## src/core/utrc_defines.svh

```systemverilog
// Register offsets, field positions, reset values and counts of the serial core
`ifndef UTRC_DEFINES_SVH
`define UTRC_DEFINES_SVH

// Register offsets
`define UTRC_ADDR_DATA      3'h0
`define UTRC_ADDR_STATUS    3'h1
`define UTRC_ADDR_CTRL_B    3'h2
`define UTRC_ADDR_CTRL_C    3'h3
`define UTRC_ADDR_BAUD_LO   3'h4
`define UTRC_ADDR_BAUD_HI   3'h5

// Status register fields
`define UTRC_STA_RXC        7
`define UTRC_STA_TXC        6
`define UTRC_STA_TX_BUFFER_EMPTY_FLAG       5
`define UTRC_STA_U2X        1

// Control register B fields
`define UTRC_CB_TX_COMPLETE_IRQ_ENABLE       6
`define UTRC_CB_TX_BUFFER_EMPTY_IRQ_ENABLE       5
`define UTRC_CB_RECEIVER_ENABLE_BIT        4
`define UTRC_CB_TRANSMITTER_ENABLE_BIT        3
`define UTRC_CB_SZ2         2
`define UTRC_CB_RX_NINTH_BIT        1
`define UTRC_CB_TX_NINTH_BIT        0

// Control register C fields
`define UTRC_CC_SYNC        6
`define UTRC_CC_PEN         5
`define UTRC_CC_PODD        4
`define UTRC_CC_STOP2       3
`define UTRC_CC_SZ_HI       2
`define UTRC_CC_SZ_LO       1
`define UTRC_CC_POL         0

// Reset values
`define UTRC_RST_CTRL_B     8'h00
`define UTRC_RST_CTRL_C     8'h06
`define UTRC_RST_BAUD       12'h000

// Oversampling counts, minus one, and the nine-bit character size code
`define UTRC_OS_NORMAL      4'hf
`define UTRC_OS_DOUBLE      4'h7
`define UTRC_SIZE_NINE      3'h7

`endif

```

## src/core/utrc_pkg.sv

```systemverilog
// Types shared by the serial transmit and receive core
`default_nettype none

package utrc_pkg;

    typedef struct packed {
        logic [2:0] addr;
        logic [7:0] wdata;
        logic       wr;
        logic       rd;
    } utrc_bus_req_t;

    typedef enum logic [1:0] {
        RX_IDLE,
        RX_START,
        RX_BITS
    } utrc_rx_state_t;

endpackage : utrc_pkg

`default_nettype wire

```

## src/core/utrc_core.sv

```systemverilog
// Serial transmitter and receiver with register port, parity and nine-bit characters
//
// Notes on behaviour
// - Transmitter enable hands the serial output pin to the transmitter.
// - Synchronous mode clocks transmission from the synchronous clock pin.
// - Writing the data register places the character in the transmit buffer.
// - Buffer moves to shifter when shifter idle or right after last stop bit.
// - A loaded shifter sends one frame at divisor/double-speed or external clock rate.
// - Unused upper data bits are ignored for characters under eight bits.
// - Ninth transmit bit written first is sent as data bit eight.
// - Buffer-empty flag reads one when buffer empty, zero while data waits.
// - Writing the data register clears the buffer-empty flag.
// - Buffer-empty request stays asserted while enabled, flag set, globally enabled.
// - Transmit-complete sets when frame finished and buffer holds nothing new.
// - Transmit-complete clears on interrupt service or on writing one.
// - Transmit-complete request raised when flag sets, if enabled and global.
// - Parity enable inserts parity after last data bit, before first stop.
// - Transmitter disable waits until shifter and buffer empty, then releases pin.
// - Receiver enable hands the serial input pin to the receiver.
// - Synchronous mode receives on the synchronous clock pin.
// - Reception starts on a valid start bit; bits sampled up to stop.
// - A second stop bit is ignored by the receiver.
// - After first stop bit the frame moves into the receive buffer.
// - Unused upper bits read as zero for short characters.
// - Frame: low start, data LSB first, optional parity, high stops; idle high.
// - Parity is XOR of data bits, inverted for odd parity.
// - Receive-complete flag is one while unread data sits in the buffer.
// - Received ninth bit shows in control register B before data read.
//
// Implementation choices: the register addresses and strobed register access.
`default_nettype none
`include "utrc_defines.svh"

module utrc_core (
    // Clock, reset, enable
    input  wire logic                   clk_in,
    input  wire logic                   srst_in,
    input  wire logic                   ce_in,
    // Register port
    input  wire utrc_pkg::utrc_bus_req_t bus_in,
    output logic [7:0]                  rdata_out,
    // Serial pins
    input  wire logic                   rxd_in,
    input  wire logic                   xck_in,
    output logic                        txd_out,
    output logic                        txd_oe_out,
    output logic                        rxd_own_out,
    // Interrupt requests
    input  wire logic                   global_irq_enable_in,
    input  wire logic                   txc_irq_ack_in,
    output logic                        tx_buffer_empty_flag_irq_out,
    output logic                        txc_irq_out
);
    import utrc_pkg::*;

    ////////////////////////////////////////////////////////////////////////////
    // Registers and decode

    logic [7:0]     ctrl_b;
    logic [7:0]     ctrl_c;
    logic           double_speed;
    logic [11:0]    baud_div;
    logic           tx_complete_flag;
    logic [8:0]     tx_buf;
    logic           tx_buf_full;
    logic           tx_busy;
    logic           tx_active;
    logic [12:0]    tx_frame;
    logic [3:0]     tx_left;
    logic [3:0]     tx_phase;
    logic [7:0]     rx_buf;
    logic           rx_ninth;
    logic           rx_full;
    utrc_rx_state_t rx_state;
    logic [3:0]     rx_phase;
    logic [3:0]     rx_idx;
    logic [8:0]     rx_word;
    logic [11:0]    baud_cnt;
    logic           baud_tick;
    logic           rxd_s1;
    logic           rxd_s2;
    logic           rx_prev;
    logic           xck_s1;
    logic           xck_s2;
    logic           xck_prev;

    logic           wr_data;
    logic           wr_status;
    logic           rd_data;
    logic           sync_mode;
    logic           par_en;
    logic           stop2;
    logic [3:0]     n_bits;
    logic [3:0]     os_max;
    logic           xck_rise;
    logic           xck_fall;
    logic           xck_change;
    logic           xck_sample;
    logic           tx_bit_tick;
    logic           frame_end;
    logic           load_now;
    logic           rx_sample;
    logic           rx_done;
    logic [3:0]     rx_total;

    assign wr_data   = bus_in.wr && bus_in.addr == `UTRC_ADDR_DATA;
    assign wr_status = bus_in.wr && bus_in.addr == `UTRC_ADDR_STATUS;
    assign rd_data   = bus_in.rd && bus_in.addr == `UTRC_ADDR_DATA;
    assign sync_mode = ctrl_c[`UTRC_CC_SYNC];
    assign par_en    = ctrl_c[`UTRC_CC_PEN];
    assign stop2     = ctrl_c[`UTRC_CC_STOP2];
    assign os_max    = double_speed ? `UTRC_OS_DOUBLE : `UTRC_OS_NORMAL;

    always_comb begin
        case ({ctrl_b[`UTRC_CB_SZ2], ctrl_c[`UTRC_CC_SZ_HI:`UTRC_CC_SZ_LO]})
            3'h0:            n_bits = 4'h5;
            3'h1:            n_bits = 4'h6;
            3'h2:            n_bits = 4'h7;
            `UTRC_SIZE_NINE: n_bits = 4'h9;
            default:         n_bits = 4'h8;
        endcase
    end

    // Control registers
    always_ff @(posedge clk_in) begin
        if (srst_in) begin
            ctrl_b       <= `UTRC_RST_CTRL_B;
            ctrl_c       <= `UTRC_RST_CTRL_C;
            double_speed <= 1'b0;
            baud_div     <= `UTRC_RST_BAUD;
        end else if (ce_in && bus_in.wr) begin
            case (bus_in.addr)
                `UTRC_ADDR_STATUS:  double_speed <= bus_in.wdata[`UTRC_STA_U2X];
                `UTRC_ADDR_CTRL_B:  ctrl_b <= bus_in.wdata;
                `UTRC_ADDR_CTRL_C:  ctrl_c <= bus_in.wdata;
                `UTRC_ADDR_BAUD_LO: baud_div[7:0] <= bus_in.wdata;
                `UTRC_ADDR_BAUD_HI: baud_div[11:8] <= bus_in.wdata[3:0];
                default: ;
            endcase
        end
    end

    // Read port, data valid only in the cycle after the strobe
    always_ff @(posedge clk_in) begin
        if (srst_in) begin
            rdata_out <= 8'h00;
        end else if (ce_in) begin
            rdata_out <= 8'h00;
            if (bus_in.rd) begin
                case (bus_in.addr)
                    `UTRC_ADDR_DATA:    rdata_out <= rx_buf;
                    `UTRC_ADDR_STATUS:  rdata_out <= {rx_full, tx_complete_flag,
                                                      !tx_buf_full, 3'h0,
                                                      double_speed, 1'b0};
                    `UTRC_ADDR_CTRL_B:  rdata_out <= {ctrl_b[7:2], rx_ninth,
                                                      ctrl_b[0]};
                    `UTRC_ADDR_CTRL_C:  rdata_out <= ctrl_c;
                    `UTRC_ADDR_BAUD_LO: rdata_out <= baud_div[7:0];
                    `UTRC_ADDR_BAUD_HI: rdata_out <= {4'h0, baud_div[11:8]};
                    default:            rdata_out <= 8'h00;
                endcase
            end
        end
    end

    ////////////////////////////////////////////////////////////////////////////
    // Pin synchronisers and clock sources

    always_ff @(posedge clk_in) begin
        if (srst_in) begin
            rxd_s1   <= 1'b1;
            rxd_s2   <= 1'b1;
            rx_prev  <= 1'b1;
            xck_s1   <= 1'b0;
            xck_s2   <= 1'b0;
            xck_prev <= 1'b0;
        end else if (ce_in) begin
            rxd_s1   <= rxd_in;
            rxd_s2   <= rxd_s1;
            rx_prev  <= rxd_s2;
            xck_s1   <= xck_in;
            xck_s2   <= xck_s1;
            xck_prev <= xck_s2;
        end
    end

    assign xck_rise   = xck_s2 && !xck_prev;
    assign xck_fall   = !xck_s2 && xck_prev;
    assign xck_change = ctrl_c[`UTRC_CC_POL] ? xck_fall : xck_rise;
    assign xck_sample = ctrl_c[`UTRC_CC_POL] ? xck_rise : xck_fall;

    // Baud divisor, reloaded at zero or on a low-byte write
    always_ff @(posedge clk_in) begin
        if (srst_in) begin
            baud_cnt  <= `UTRC_RST_BAUD;
            baud_tick <= 1'b0;
        end else if (ce_in) begin
            baud_tick <= 1'b0;
            if (bus_in.wr && bus_in.addr == `UTRC_ADDR_BAUD_LO) begin
                baud_cnt <= {baud_div[11:8], bus_in.wdata};
            end else if (baud_cnt == 12'h000) begin
                baud_cnt  <= baud_div;
                baud_tick <= 1'b1;
            end else begin
                baud_cnt <= baud_cnt - 12'h001;
            end
        end
    end

    ////////////////////////////////////////////////////////////////////////////
    // Transmitter

    function automatic logic [12:0] frame_bits(input logic [8:0] d, input logic [3:0] n,
                                               input logic pen, input logic podd);
        logic [12:0] f;
        logic        p;
        f    = 13'h1fff;
        f[0] = 1'b0;
        p    = podd;
        for (int i = 0; i < 9; i++) begin
            if (i < int'(n)) begin
                f[i + 1] = d[i];
                p        = p ^ d[i];
            end
        end
        if (pen) begin
            f[n + 4'h1] = p;
        end
        return f;
    endfunction

    assign tx_bit_tick = sync_mode ? xck_change
                                   : (baud_tick && tx_phase == os_max);
    assign frame_end   = tx_busy && tx_bit_tick && tx_left == 4'h1;
    assign load_now    = tx_active && tx_buf_full && (!tx_busy || frame_end);

    always_ff @(posedge clk_in) begin
        if (srst_in) begin
            tx_phase <= 4'h0;
        end else if (ce_in) begin
            if (load_now && !tx_busy) begin
                tx_phase <= 4'h0;
            end else if (baud_tick) begin
                tx_phase <= (tx_phase == os_max) ? 4'h0 : tx_phase + 4'h1;
            end
        end
    end

    // Transmit buffer
    always_ff @(posedge clk_in) begin
        if (srst_in) begin
            tx_buf      <= 9'h000;
            tx_buf_full <= 1'b0;
        end else if (ce_in) begin
            if (wr_data) begin
                tx_buf      <= {ctrl_b[`UTRC_CB_TX_NINTH_BIT], bus_in.wdata};
                tx_buf_full <= 1'b1;
            end else if (load_now) begin
                tx_buf_full <= 1'b0;
            end
        end
    end

    // Shift register; an idle frame of all ones keeps the line high
    always_ff @(posedge clk_in) begin
        if (srst_in) begin
            tx_busy  <= 1'b0;
            tx_frame <= 13'h1fff;
            tx_left  <= 4'h0;
        end else if (ce_in) begin
            if (load_now) begin
                tx_busy  <= 1'b1;
                tx_frame <= frame_bits(tx_buf, n_bits, par_en,
                                       ctrl_c[`UTRC_CC_PODD]);
                tx_left  <= n_bits + 4'h2 + {3'h0, par_en} + {3'h0, stop2};
            end else if (frame_end) begin
                tx_busy  <= 1'b0;
                tx_frame <= 13'h1fff;
            end else if (tx_busy && tx_bit_tick) begin
                tx_frame <= {1'b1, tx_frame[12:1]};
                tx_left  <= tx_left - 4'h1;
            end
        end
    end

    // Pin ownership outlives the enable bit until all data is out
    always_ff @(posedge clk_in) begin
        if (srst_in) begin
            tx_active <= 1'b0;
        end else if (ce_in) begin
            if (ctrl_b[`UTRC_CB_TRANSMITTER_ENABLE_BIT]) begin
                tx_active <= 1'b1;
            end else if (!tx_busy && !tx_buf_full) begin
                tx_active <= 1'b0;
            end
        end
    end

    assign txd_out    = tx_frame[0];
    assign txd_oe_out = tx_active;

    // Transmit-complete flag, setting wins over clearing
    always_ff @(posedge clk_in) begin
        if (srst_in) begin
            tx_complete_flag <= 1'b0;
        end else if (ce_in) begin
            if (frame_end && !load_now) begin
                tx_complete_flag <= 1'b1;
            end else if (txc_irq_ack_in
                         || (wr_status && bus_in.wdata[`UTRC_STA_TXC])) begin
                tx_complete_flag <= 1'b0;
            end
        end
    end

    always_ff @(posedge clk_in) begin
        if (srst_in) begin
            tx_buffer_empty_flag_irq_out <= 1'b0;
            txc_irq_out  <= 1'b0;
        end else if (ce_in) begin
            tx_buffer_empty_flag_irq_out <= global_irq_enable_in && ctrl_b[`UTRC_CB_TX_BUFFER_EMPTY_IRQ_ENABLE]
                            && !tx_buf_full;
            txc_irq_out  <= global_irq_enable_in && ctrl_b[`UTRC_CB_TX_COMPLETE_IRQ_ENABLE]
                            && tx_complete_flag && !txc_irq_ack_in;
        end
    end

    ////////////////////////////////////////////////////////////////////////////
    // Receiver

    assign rx_sample = sync_mode ? xck_sample
                                 : (baud_tick && rx_phase == os_max);
    assign rx_total  = n_bits + 4'h1 + {3'h0, par_en};
    assign rx_done   = rx_state == RX_BITS && rx_sample && rx_idx == rx_total - 4'h1;

    always_ff @(posedge clk_in) begin
        if (srst_in) begin
            rx_state <= RX_IDLE;
            rx_phase <= 4'h0;
            rx_idx   <= 4'h0;
            rx_word  <= 9'h000;
        end else if (ce_in) begin
            if (!ctrl_b[`UTRC_CB_RECEIVER_ENABLE_BIT]) begin
                rx_state <= RX_IDLE;
            end else begin
                case (rx_state)
                    RX_IDLE: begin
                        rx_phase <= 4'h0;
                        rx_idx   <= 4'h0;
                        rx_word  <= 9'h000;
                        if (sync_mode ? (xck_sample && !rxd_s2)
                                      : (rx_prev && !rxd_s2)) begin
                            rx_state <= sync_mode ? RX_BITS : RX_START;
                        end
                    end
                    RX_START: begin
                        if (baud_tick) begin
                            if (rx_phase == {1'b0, os_max[3:1]}) begin
                                rx_phase <= 4'h0;
                                rx_state <= rxd_s2 ? RX_IDLE : RX_BITS;
                            end else begin
                                rx_phase <= rx_phase + 4'h1;
                            end
                        end
                    end
                    RX_BITS: begin
                        if (baud_tick) begin
                            rx_phase <= (rx_phase == os_max) ? 4'h0 : rx_phase + 4'h1;
                        end
                        if (rx_sample) begin
                            if (rx_idx < n_bits) begin
                                rx_word[rx_idx] <= rxd_s2;
                            end
                            if (rx_done) begin
                                rx_state <= RX_IDLE;
                            end else begin
                                rx_idx <= rx_idx + 4'h1;
                            end
                        end
                    end
                    default: rx_state <= RX_IDLE;
                endcase
            end
        end
    end

    // Receive buffer, new frame wins over a read in the same cycle
    always_ff @(posedge clk_in) begin
        if (srst_in) begin
            rx_buf   <= 8'h00;
            rx_ninth <= 1'b0;
            rx_full  <= 1'b0;
        end else if (ce_in) begin
            if (!ctrl_b[`UTRC_CB_RECEIVER_ENABLE_BIT]) begin
                rx_full <= 1'b0;
            end else if (rx_done) begin
                rx_buf   <= rx_word[7:0];
                rx_ninth <= rx_word[8];
                rx_full  <= 1'b1;
            end else if (rd_data) begin
                rx_full <= 1'b0;
            end
        end
    end

    always_ff @(posedge clk_in) begin
        if (srst_in) begin
            rxd_own_out <= 1'b0;
        end else if (ce_in) begin
            rxd_own_out <= ctrl_b[`UTRC_CB_RECEIVER_ENABLE_BIT];
        end
    end
endmodule : utrc_core

`default_nettype wire

```

## config.mk

```make
export PLATFORM = sky130hd
export DESIGN_NAME = utrc_core
export DESIGN_NICKNAME = d
export VERILOG_FILES = /design/src/core/utrc_pkg.sv /design/src/core/utrc_core.sv
export VERILOG_INCLUDE_DIRS = /design/src /design/src/core
export SDC_FILE = /design/constraint.sdc
export NUM_CORES = 1
export LEC_CHECK = 0
export ABC_CLOCK_PERIOD_IN_PS = 7600
export BUFFER_PORTS_ARGS = -buffer_cell sky130_fd_sc_hd__buf_2
export CORE_MARGIN = 2
export CORE_UTILIZATION = 45
export CTS_CLUSTER_DIAMETER = 100
export DETAILED_ROUTE_END_ITERATION = 12
export SYNTH_ARGS = -nofsm -noshare
export SYNTH_HDL_FRONTEND = slang
export SYNTH_SLANG_ARGS = --single-unit
```

## constraint.sdc

```tcl
create_clock -name clk_in -period 7.6 [get_ports clk_in]
set_input_delay 1.14 -clock clk_in [delete_from_list [all_inputs] [get_ports clk_in]]
set_output_delay 1.14 -clock clk_in [all_outputs]
set_load 0.02 [all_outputs]
```

==> flow_metrics.env, run 1 <==
export IMPL_synth_avg_cell_area_um2=8.19
export IMPL_worstMarginPinSlew_ns=0.922
export IMPL_antenna_found_initial=0
export IMPL_synth_edff_count=0
export IMPL_power_density_nw_per_um2=235
export IMPL_cts_root_buf="clkbuf_16"
export IMPL_cts_num_sinks=121
export IMPL_cts_setup_buffers=0
export IMPL_cp_arrival_ns=3.93
export IMPL_p_leak_nw=2.88
export IMPL_ir_worst_vdd_mv=0.177
export IMPL_io_pins=33
export IMPL_initial_utilization_pct=46.4
export IMPL_tns_ns=0
export IMPL_async_flop_share_pct=0
export IMPL_synth_flop_cell="dfxtp_1"
export IMPL_die_area_um2=16100
export IMPL_cp_max_fo=12
export IMPL_setup_viol_count_final=0
export IMPL_synth_top_area_share_pct=35.7
export IMPL_wl_per_cell_um=18.0
export IMPL_cpPeakStageDelay_ns=0.67
export IMPL_path_cells="nand3_1 > and2_1 > inv_1 > ha_1 > inv_1 > xnor2_1 > o21ai_0 > nand4_1 > mux2i_1 > nor2_1"
export IMPL_hold_buffers=0
export IMPL_max_slew_margin_pct=37.6
export IMPL_cts_buffer_depth=2
export IMPL_cts_max_level=4
export IMPL_synth_most_common_cell="dfxtp_1"
export IMPL_finalCritPeriodShare_pct=48.1
export IMPL_drt_iter0_markers=533
export IMPL_critPathKind="flip-flop to flip-flop"
export IMPL_grt_use_total_pct=23.5
export IMPL_n_antenna_cell=0
export IMPL_crit_path_end_kind="flip-flop"
export IMPL_antenna_left=0
export IMPL_skew_ns=0.00923
export IMPL_grt_pass1_vias=5888
export IMPL_finalHoldViolations=0
export IMPL_fmax_ghz=0.274
export IMPL_netlist_area_um2=6790
export IMPL_grt_max_degree=74
export IMPL_timing_critical_path_buf_inv=2
export IMPL_cts_buffers=17
export IMPL_finalMaxSlewViolations=0
export IMPL_drcViolationCount=0
export IMPL_slowest_stage="nand4_1"
export IMPL_portBuffers=32
export IMPL_vias=6214
export IMPL_hold_class="flip-flop to flip-flop"
export IMPL_rows=44
export IMPL_clk_pin_slew_ns=0.06
export IMPL_synth_seq_cells=121
export IMPL_synthTopCellsByArea="dfxtp_1 36%, mux2i_1 8.7%, nor2_1 6.2%, ha_1 4.8%, a21oi_1 4.1%"
export IMPL_clk_latency_ns=0.42
export IMPL_ys_types=67
export IMPL_fin_crit_ns=3.65
export IMPL_gp_congestion=0.874
export IMPL_start_kind="flip-flop"
export IMPL_cp_required_ns=7.87
export IMPL_dr_pass1_iters=5
export IMPL_cts_tree="built"
export IMPL_status="finished clean"
export IMPL_drive_above_1_share_pct=10.5
export IMPL_dp_hpwl_um=13100
export IMPL_final_nets=876
export IMPL_totalPowerFinal_w=0.00180
export IMPL_viasPerCell=6.06
export IMPL_grt_pass1_wl_um=30200
export IMPL_synth_common_cells="121 x dfxtp_1, 112 x nor2_1, 60 x nand2_1, 59 x mux2i_1, 55 x a21oi_1"
export IMPL_cts_resized=0
export IMPL_max_cap_viol_count=0
export IMPL_syn_inst=829
export IMPL_grt_overflow_total=0
export IMPL_area_growth_pct=12.7
export IMPL_yosysSeqAreaShare_pct=35.7
export IMPL_core_area_um2=14600
export IMPL_dieWidth_um=127
export IMPL_hold_slack_ns=0.464
export IMPL_synth_top_area_cell="dfxtp_1"
export IMPL_die_h_um=127
export IMPL_timing_critical_path_max_delay_family="simple AND/OR/NAND/NOR gates"
export IMPL_routed_wl_um=18500
export IMPL_grt_setup_unrepaired="no"
export IMPL_syn_nets=876
export IMPL_ys_warnings_count=0
export IMPL_critPathMostFrequentCell="inv_1"
==> metal layers <==
| layer | GRT usage [%] | part of all wire, % |
|---|---|---|
| met4 | 9.11 | 2.3 |
| met1 | 30.9 | 45 |
| met2 | 38.0 | 47 |
| met5 | 0 | 0 |
| met3 | 5.02 | 5.5 |
==> worst paths after layout <==
check | to | startpoint | slack [ns] | cells after the start
max reg2reg | rx_buf[7] | ctrl_c[1] | 3.95 | 10
min | tx_buffer_empty_flag_irq_out | tx_buffer_empty_flag_irq_out | 0.46 | 2
max | rx_buf[7] | ctrl_c[1] | 3.95 | 10
min reg2reg | tx_buffer_empty_flag_irq_out | tx_buffer_empty_flag_irq_out | 0.46 | 2
==> cells by family (layout without fill, tap and decap cells) <==
logic type / after synthesis / in the layout / synth area share (%)
AOI/OAI and AO/OA: 208 / 208 / 19.8
xor gates and xnor gates: 19 / 19 / 2.86
adders and majority gates: 27 / 27 / 5.08
buffers and inverters: 91 / 104 / 5.23
DFF: 121 / 121 / 35.7
muxes: 65 / 65 / 10.2
and+or+nand+nor: 298 / 298 / 21.2
==> state kept, by name, indices dropped and copies added, names as in the netlist, 2 cells and up <==
register,count
tx_frame,13
baud_cnt,12
baud_div,12
rx_word,9
tx_buf,9
ctrl_c,8
rdata_out,8
rx_buf,8
ctrl_b,7
rx_idx,4
rx_phase,4
tx_left,4
tx_phase,4
rx_state,2
==> layout make-up <==
type	count	area, um^2
flip-flops and latches	121	2420
clock inverters	14	195
multi-input cells	617	4040
well taps	184	230
inverters	35	131
clock buffers	18	439
fillers	1380	6990
repair buffers	37	200
==> worst reg2reg max path, stage by stage, from the launching register on <==
cell	delay, ns
dfxtp_1	0.61
nand3_1	0.22
and2_1	0.26
inv_1	0.15
ha_1	0.33
inv_1	0.19
xnor2_1	0.18
o21ai_0	0.52
nand4_1	0.67
mux2i_1	0.34
nor2_1	0.06
==> cells in the final DEF, fill, tap and decap left out, types with 26 or more instances in the layout <==
cell and n:
nand2_1 60, dfxtp_1 121, o21ai_0 53, mux2i_1 59, ha_1 26, nor2_1 112
inv_1 35, nand3_1 28, buf_2 31, a21oi_1 55
==> where the power goes <==
group          switching [W]  internal, W  leakage [nW]
clock network       0.000305     0.000559         0.299
registers          0.0000280     0.000658         0.979
logic               0.000151    0.0000977          1.60
total               0.000484      0.00131          2.88
==> per-stage QoR <==
| stage | util, % | setup slack [ns] | area (um^2) | std cells |
|---|---|---|---|---|
| 6_report | 52.3 | 3.95 | 7660 | 1026 |
| 5_1_grt | 52.3 | 3.59 | 7660 | 1026 |
| 4_1_cts | 52.3 | 3.98 | 7660 | 1026 |
| 3_5_place_dp | 48.0 | 3.85 | 7020 | 994 |
| 3_3_place_gp | 48.0 | 3.99 | 7020 | 994 |
| 2_1_floorplan | - | 4.51 | 6790 | 829 |
Power figures use the tool's default switching activity.
==> run 2, diff against run 1 <==
- ABC_CLOCK_PERIOD_IN_PS: 7600 -> 3100
- clock period: 7.6 -> 3.1 ns (I/O delays scaled with it)
==> flow_metrics.env, run 2 (synthesized netlist as in run 1, its figures left out) <==
export IMPL_status="finished clean"
export IMPL_cp_arrival_ns=3.20
export IMPL_finalMaxSlewViolations=0
export IMPL_clk_pin_slew_ns=0.06
export IMPL_totalPowerFinal_w=0.00431
export IMPL_slowest_stage="dfxtp_2"
export IMPL_cp_required_ns=3.39
export IMPL_largest_registers="tx_frame (13), baud_cnt (12), baud_div (12)"
export IMPL_hold_path_startpoint="rxd_in"
export IMPL_final_nets=899
export IMPL_r2r_slack_ns=0.19
export IMPL_crit_reg2reg_launch="ctrl_c[1]"
export IMPL_area_growth_pct=15.0
export IMPL_setup_viol_count_final=0
export IMPL_die_area_um2=16100
export IMPL_grt_overflow_total=0
export IMPL_max_slew_margin_pct=27.0
export IMPL_dpl_instance_area_um2=7160
export IMPL_cts_buffer_depth=2
export IMPL_finalCritPeriodShare_pct=94.0
export IMPL_vias=6269
export IMPL_cts_tree="built"
export IMPL_cp_max_fo=5
export IMPL_max_cap_viol_count=0
export IMPL_cpPeakStageDelay_ns=0.33
export IMPL_reg2reg_to="rx_buf[5]"
export IMPL_fin_area_um2=7820
export IMPL_start_kind="flip-flop"
export IMPL_die_h_um=127
export IMPL_drive_above_1_share_pct=13.3
export IMPL_fmax_ghz=0.343
export IMPL_min_path_cells=3
export IMPL_tns_ns=0
export IMPL_p_leak_nw=2.97
export IMPL_antenna_found_initial=0
export IMPL_viasPerCell=5.98
export IMPL_wl_per_cell_um=18.0
export IMPL_dp_hpwl_um=13400
export IMPL_whs_endpoint="rxd_s1"
export IMPL_hold_slack_ns=0.257
export IMPL_drt_iter0_markers=412
export IMPL_timing_critical_path_max_delay_family="simple AND/OR/NAND/NOR gates"
export IMPL_rows=44
export IMPL_cts_root_buf="clkbuf_16"
export IMPL_power_density_nw_per_um2=552
export IMPL_cts_num_sinks=121
export IMPL_worst_r2r_cell_count=13
export IMPL_largest_reg_flops=13
export IMPL_ir_worst_vdd_mv=0.422
export IMPL_drcViolationCount=0
export IMPL_top_register="tx_frame"
export IMPL_cp_startpoint="ctrl_c[1]"
export IMPL_portBuffers=32
export IMPL_grt_pass1_vias=5900
export IMPL_initial_utilization_pct=46.4
export IMPL_critPathKind="flip-flop to flip-flop"
export IMPL_timing_critical_path_buf_inv=3
export IMPL_hold_class="input pin to flip-flop"
export IMPL_dr_pass1_iters=7
export IMPL_grt_use_total_pct=23.9
export IMPL_io_pins=33
export IMPL_antenna_left=0
export IMPL_layout_commonest_cell="dfxtp_1"
export IMPL_core_area_um2=14600
export IMPL_final_cell_mix="120 x dfxtp_1, 112 x nor2_1, 60 x nand2_1, 59 x mux2i_1, 55 x a21oi_1"
export IMPL_grt_max_degree=71
export IMPL_cts_buffers=17
export IMPL_routed_wl_um=18900
export IMPL_critPathMostFrequentCell="ha_1"
export IMPL_worstMarginPinSlew_ns=1.09
export IMPL_skew_ns=0.00749
export IMPL_path_cells="buf_4 > xor2_1 > nand2b_1 > ha_1 > inv_1 > ha_1 > xnor2_1 > xnor3_1 > nor4_4 > nand4_1 > buf_2 > mux2i_1 > nor2_1"
export IMPL_clk_latency_ns=0.43
export IMPL_finalHoldViolations=0
export IMPL_cts_max_level=4
export IMPL_fin_crit_ns=2.91
export IMPL_dieWidth_um=127
export IMPL_gp_congestion=0.868
export IMPL_grt_pass1_wl_um=30700
export IMPL_n_antenna_cell=0
export IMPL_crit_path_end_kind="flip-flop"
[run 2: cell types whose count changed in the layout (fill, tap and decap cells not counted), sizes merged]
cell | before | now
buf | 37 | 60
bufinv | 4 | 2
clkbuf | 18 | 17
clkinv | 3 | 4
clkinvlp | 4 | 6
[run 2: how the worst max path moves through the flow]
stage | cells past startpoint | slack (ns) | to
5_1_grt | 13 | -0.005 | rx_buf[0]
3_5_place_dp | 13 | 0.14 | rx_buf[5]
4_1_cts | 13 | 0.11 | rx_buf[2]
3_3_place_gp | 12 | 0.23 | rx_buf[4]
6_report | 13 | 0.19 | rx_buf[5]
2_1_floorplan | 12 | 0.008 | rx_idx[2]
[run 2: worst min-delay path, delay by kind of cell]
kind | cells | cell delay (ns)
mux | 1 | 0.06
buf+inv | 1 | 0.08
simple gates | 1 | 0.05
[run 2: per-stage QoR]
step,setup WS (ns),utilization (%),cells
CTS,0.112,53.0,1044
global placement,0.230,48.9,1012
floorplan,0.00757,-,829
global route,-0.00535,53.4,1049
finish,0.186,53.4,1049
detailed placement,0.135,48.9,1012
[run 2: layer usage]
metal	wire, um	track usage (%)	vias to the layer above
met5	0	0	-
met4	369	7.37	0
met3	871	5.36	32
met2	9030	39.2	164
met1	8630	31.5	3025
li1	-	-	3048
[run 2: what timing repair did]
item / in CTS / in global routing
buffers inserted: 0 / 4
hold buffers: 0 / 0
gates resized for setup: 0 / 8
setup endpoints to repair: 0 / 18
[run 2: where the power goes]
group / leakage, nW / total, W / internal (W) / switching (W)
registers: 0.978 / 0.00168 / 0.00161 / 0.0000662
logic: 1.72 / 0.000630 / 0.000255 / 0.000375
clock network: 0.272 / 0.00201 / 0.00120 / 0.000809
total: 2.97 / 0.00431 / 0.00306 / 0.00125
[run 2: area by class of cell]
type / instances / area [um^2]
multi-input cells: 617 / 4060
inverters: 35 / 131
clock inverters: 15 / 171
repair buffers: 60 / 374
fillers: 1400 / 6830
flip-flops and latches: 121 / 2420
well taps: 184 / 230
clock buffers: 17 / 425
==> run 3, diff against run 2 <==
- CTS_CLUSTER_SIZE: not set -> 12
- REMOVE_ABC_BUFFERS: not set -> 1
==> flow_metrics.env, run 3 (synthesized netlist as in run 1, its figures left out) <==
export IMPL_skew_ns=0.00874
export IMPL_power_frac_clock_pct=47.9
export IMPL_rows=44
export IMPL_clk_pin_slew_ns=0.05
export IMPL_portBuffers=32
export IMPL_finalMaxSlewViolations=0
export IMPL_area_growth_pct=14.9
export IMPL_clk_latency_ns=0.42
export IMPL_fmax_ghz=0.342
export IMPL_cts_tree="built"
export IMPL_dieWidth_um=127
export IMPL_cp_required_ns=3.44
export IMPL_viasPerCell=5.91
export IMPL_hold_buffers=0
export IMPL_setup_viol_count_final=0
export IMPL_p_comb_share_pct=14.3
export IMPL_core_area_um2=14600
export IMPL_worstMarginPinSlew_ns=1.22
export IMPL_critPathKind="flip-flop to flip-flop"
export IMPL_drcViolationCount=0
export IMPL_final_nets=893
export IMPL_status="finished clean"
export IMPL_drive_above_1_share_pct=12.3
export IMPL_final_cell_mix="120 x dfxtp_1, 112 x nor2_1, 60 x nand2_1, 59 x mux2i_1, 55 x a21oi_1"
export IMPL_final_cell_count_no_fill=1043
export IMPL_max_slew_margin_pct=18.8
export IMPL_p_seq_share_pct=37.8
export IMPL_max_cap_viol_count=0
export IMPL_io_pins=33
export IMPL_cts_max_level=4
export IMPL_grt_setup_unrepaired="no"
export IMPL_gp_congestion=0.908
export IMPL_ir_worst_vdd_mv=0.368
export IMPL_routed_wl_um=18800
export IMPL_cts_root_buf="clkbuf_16"
export IMPL_finalCritPeriodShare_pct=94.4
export IMPL_fin_crit_ns=2.93
export IMPL_cts_num_sinks=121
export IMPL_p_switching_w=0.00118
export IMPL_swShare_pct=26.4
export IMPL_dpl_cell_count=1010
export IMPL_antenna_found_initial=0
export IMPL_grt_max_degree=71
export IMPL_cp_arrival_ns=3.27
export IMPL_totalPowerFinal_w=0.00445
export IMPL_vias=6160
export IMPL_finalHoldViolations=0
export IMPL_largest_reg_flops=13
export IMPL_dr_pass1_iters=5
export IMPL_n_antenna_cell=0
export IMPL_grt_pass1_vias=5925
export IMPL_fin_util_pct=53.3
export IMPL_drt_iter0_markers=429
export IMPL_wl_per_cell_um=18.0
export IMPL_layout_commonest_cell="dfxtp_1"
export IMPL_start_kind="flip-flop"
export IMPL_dp_hpwl_um=13400
export IMPL_grt_use_total_pct=23.8
export IMPL_p_int_w=0.00328
export IMPL_crit_path_end_kind="flip-flop"
export IMPL_top_register="tx_frame"
export IMPL_grt_overflow_total=0
export IMPL_hold_slack_ns=0.278
export IMPL_cp_max_fo=6
export IMPL_power_density_nw_per_um2=571
export IMPL_initial_utilization_pct=46.4
export IMPL_die_h_um=127
export IMPL_largest_registers="tx_frame (13), baud_cnt (12), baud_div (12)"
export IMPL_cts_buffer_depth=2
export IMPL_grt_pass1_wl_um=30600
export IMPL_hold_class="input pin to flip-flop"
export IMPL_cts_buffers=17
export IMPL_p_leak_nw=2.98
export IMPL_antenna_left=0
export IMPL_die_area_um2=16100
-- run 3: cell count changes in the layout (fill, tap and decap cells not counted), moves of 2 or more --
cell        delta
inv_8          -2
clkbuf_8       +3
clkbuf_1       +2
clkinvlp_4     -3
buf_4          -5
clkinv_4       -3
bufinv_16      +2
-- run 3: metal layers --
metal	up-vias	wire, um	track usage (%)	part of all wire, %
met5	-	0	0	0
met2	160	8890	38.3	47
met1	2940	8530	31.5	45
met3	24	1020	6.16	5.4
li1	3036	-	-	-
met4	0	349	6.98	1.9
-- run 3: power groups by stage --
stage / clock [W] / sequential, W / combinational [W]
2_1_floorplan: 0 / 0.00169 / 0.000430
3_3_place_gp: 0 / 0.00171 / 0.000608
3_5_place_dp: 0 / 0.00171 / 0.000630
4_1_cts: 0.00216 / 0.00168 / 0.000636
5_1_grt: 0.00223 / 0.00169 / 0.000719
6_report: 0.00213 / 0.00168 / 0.000639
-- run 3: path summary, 6_finish.rpt --
| path | startpoint | cells past startpoint | end | slack, ns |
|---|---|---|---|---|
| worst min register to register | tx_frame[5] | 2 | tx_frame[5] | 0.47 |
| worst max-delay path | ctrl_c[1] | 12 | rx_idx[2] | 0.17 |
| worst min-delay path | rxd_in | 3 | rxd_s1 | 0.28 |
| worst max register to register | ctrl_c[1] | 12 | rx_idx[2] | 0.17 |
-- run 3: critical path, stage by stage, from the launching register on --
cell	delay (ns)
dfxtp_2	0.35
or2_2	0.33
and2_4	0.20
ha_1	0.27
inv_1	0.05
ha_1	0.20
xnor2_1	0.13
xnor3_1	0.27
nor4_4	0.07
buf_4	0.15
and3_4	0.19
or4_1	0.51
a21oi_1	0.14
-- run 3: area by class of cell --
class | instances | area (um^2)
Fill cell | 1389 | 6840
Clock buffer | 22 | 474
Clock inverter | 10 | 165
Tap cell | 184 | 230
Inverter | 35 | 131
Multi-Input combinational cell | 617 | 4050
Timing Repair Buffer | 54 | 332
Sequential cell | 121 | 2420
-- run 3: repair_timing --
action,in CTS,in global routing
setup buffers,0,1
setup endpoints to repair,0,24
endpoints found under the hold margin,0,0
resized for setup,0,6
-- run 3: metrics by stage --
step	area, um^2	setup TNS (ns)	setup slack [ns]
6_report	7810	0	0.173
5_1_grt	7810	0	0.00771
4_1_cts	7780	0	0.115
3_5_place_dp	7140	0	0.154
3_3_place_gp	7140	0	0.218
2_1_floorplan	6570	-1.73	-0.225
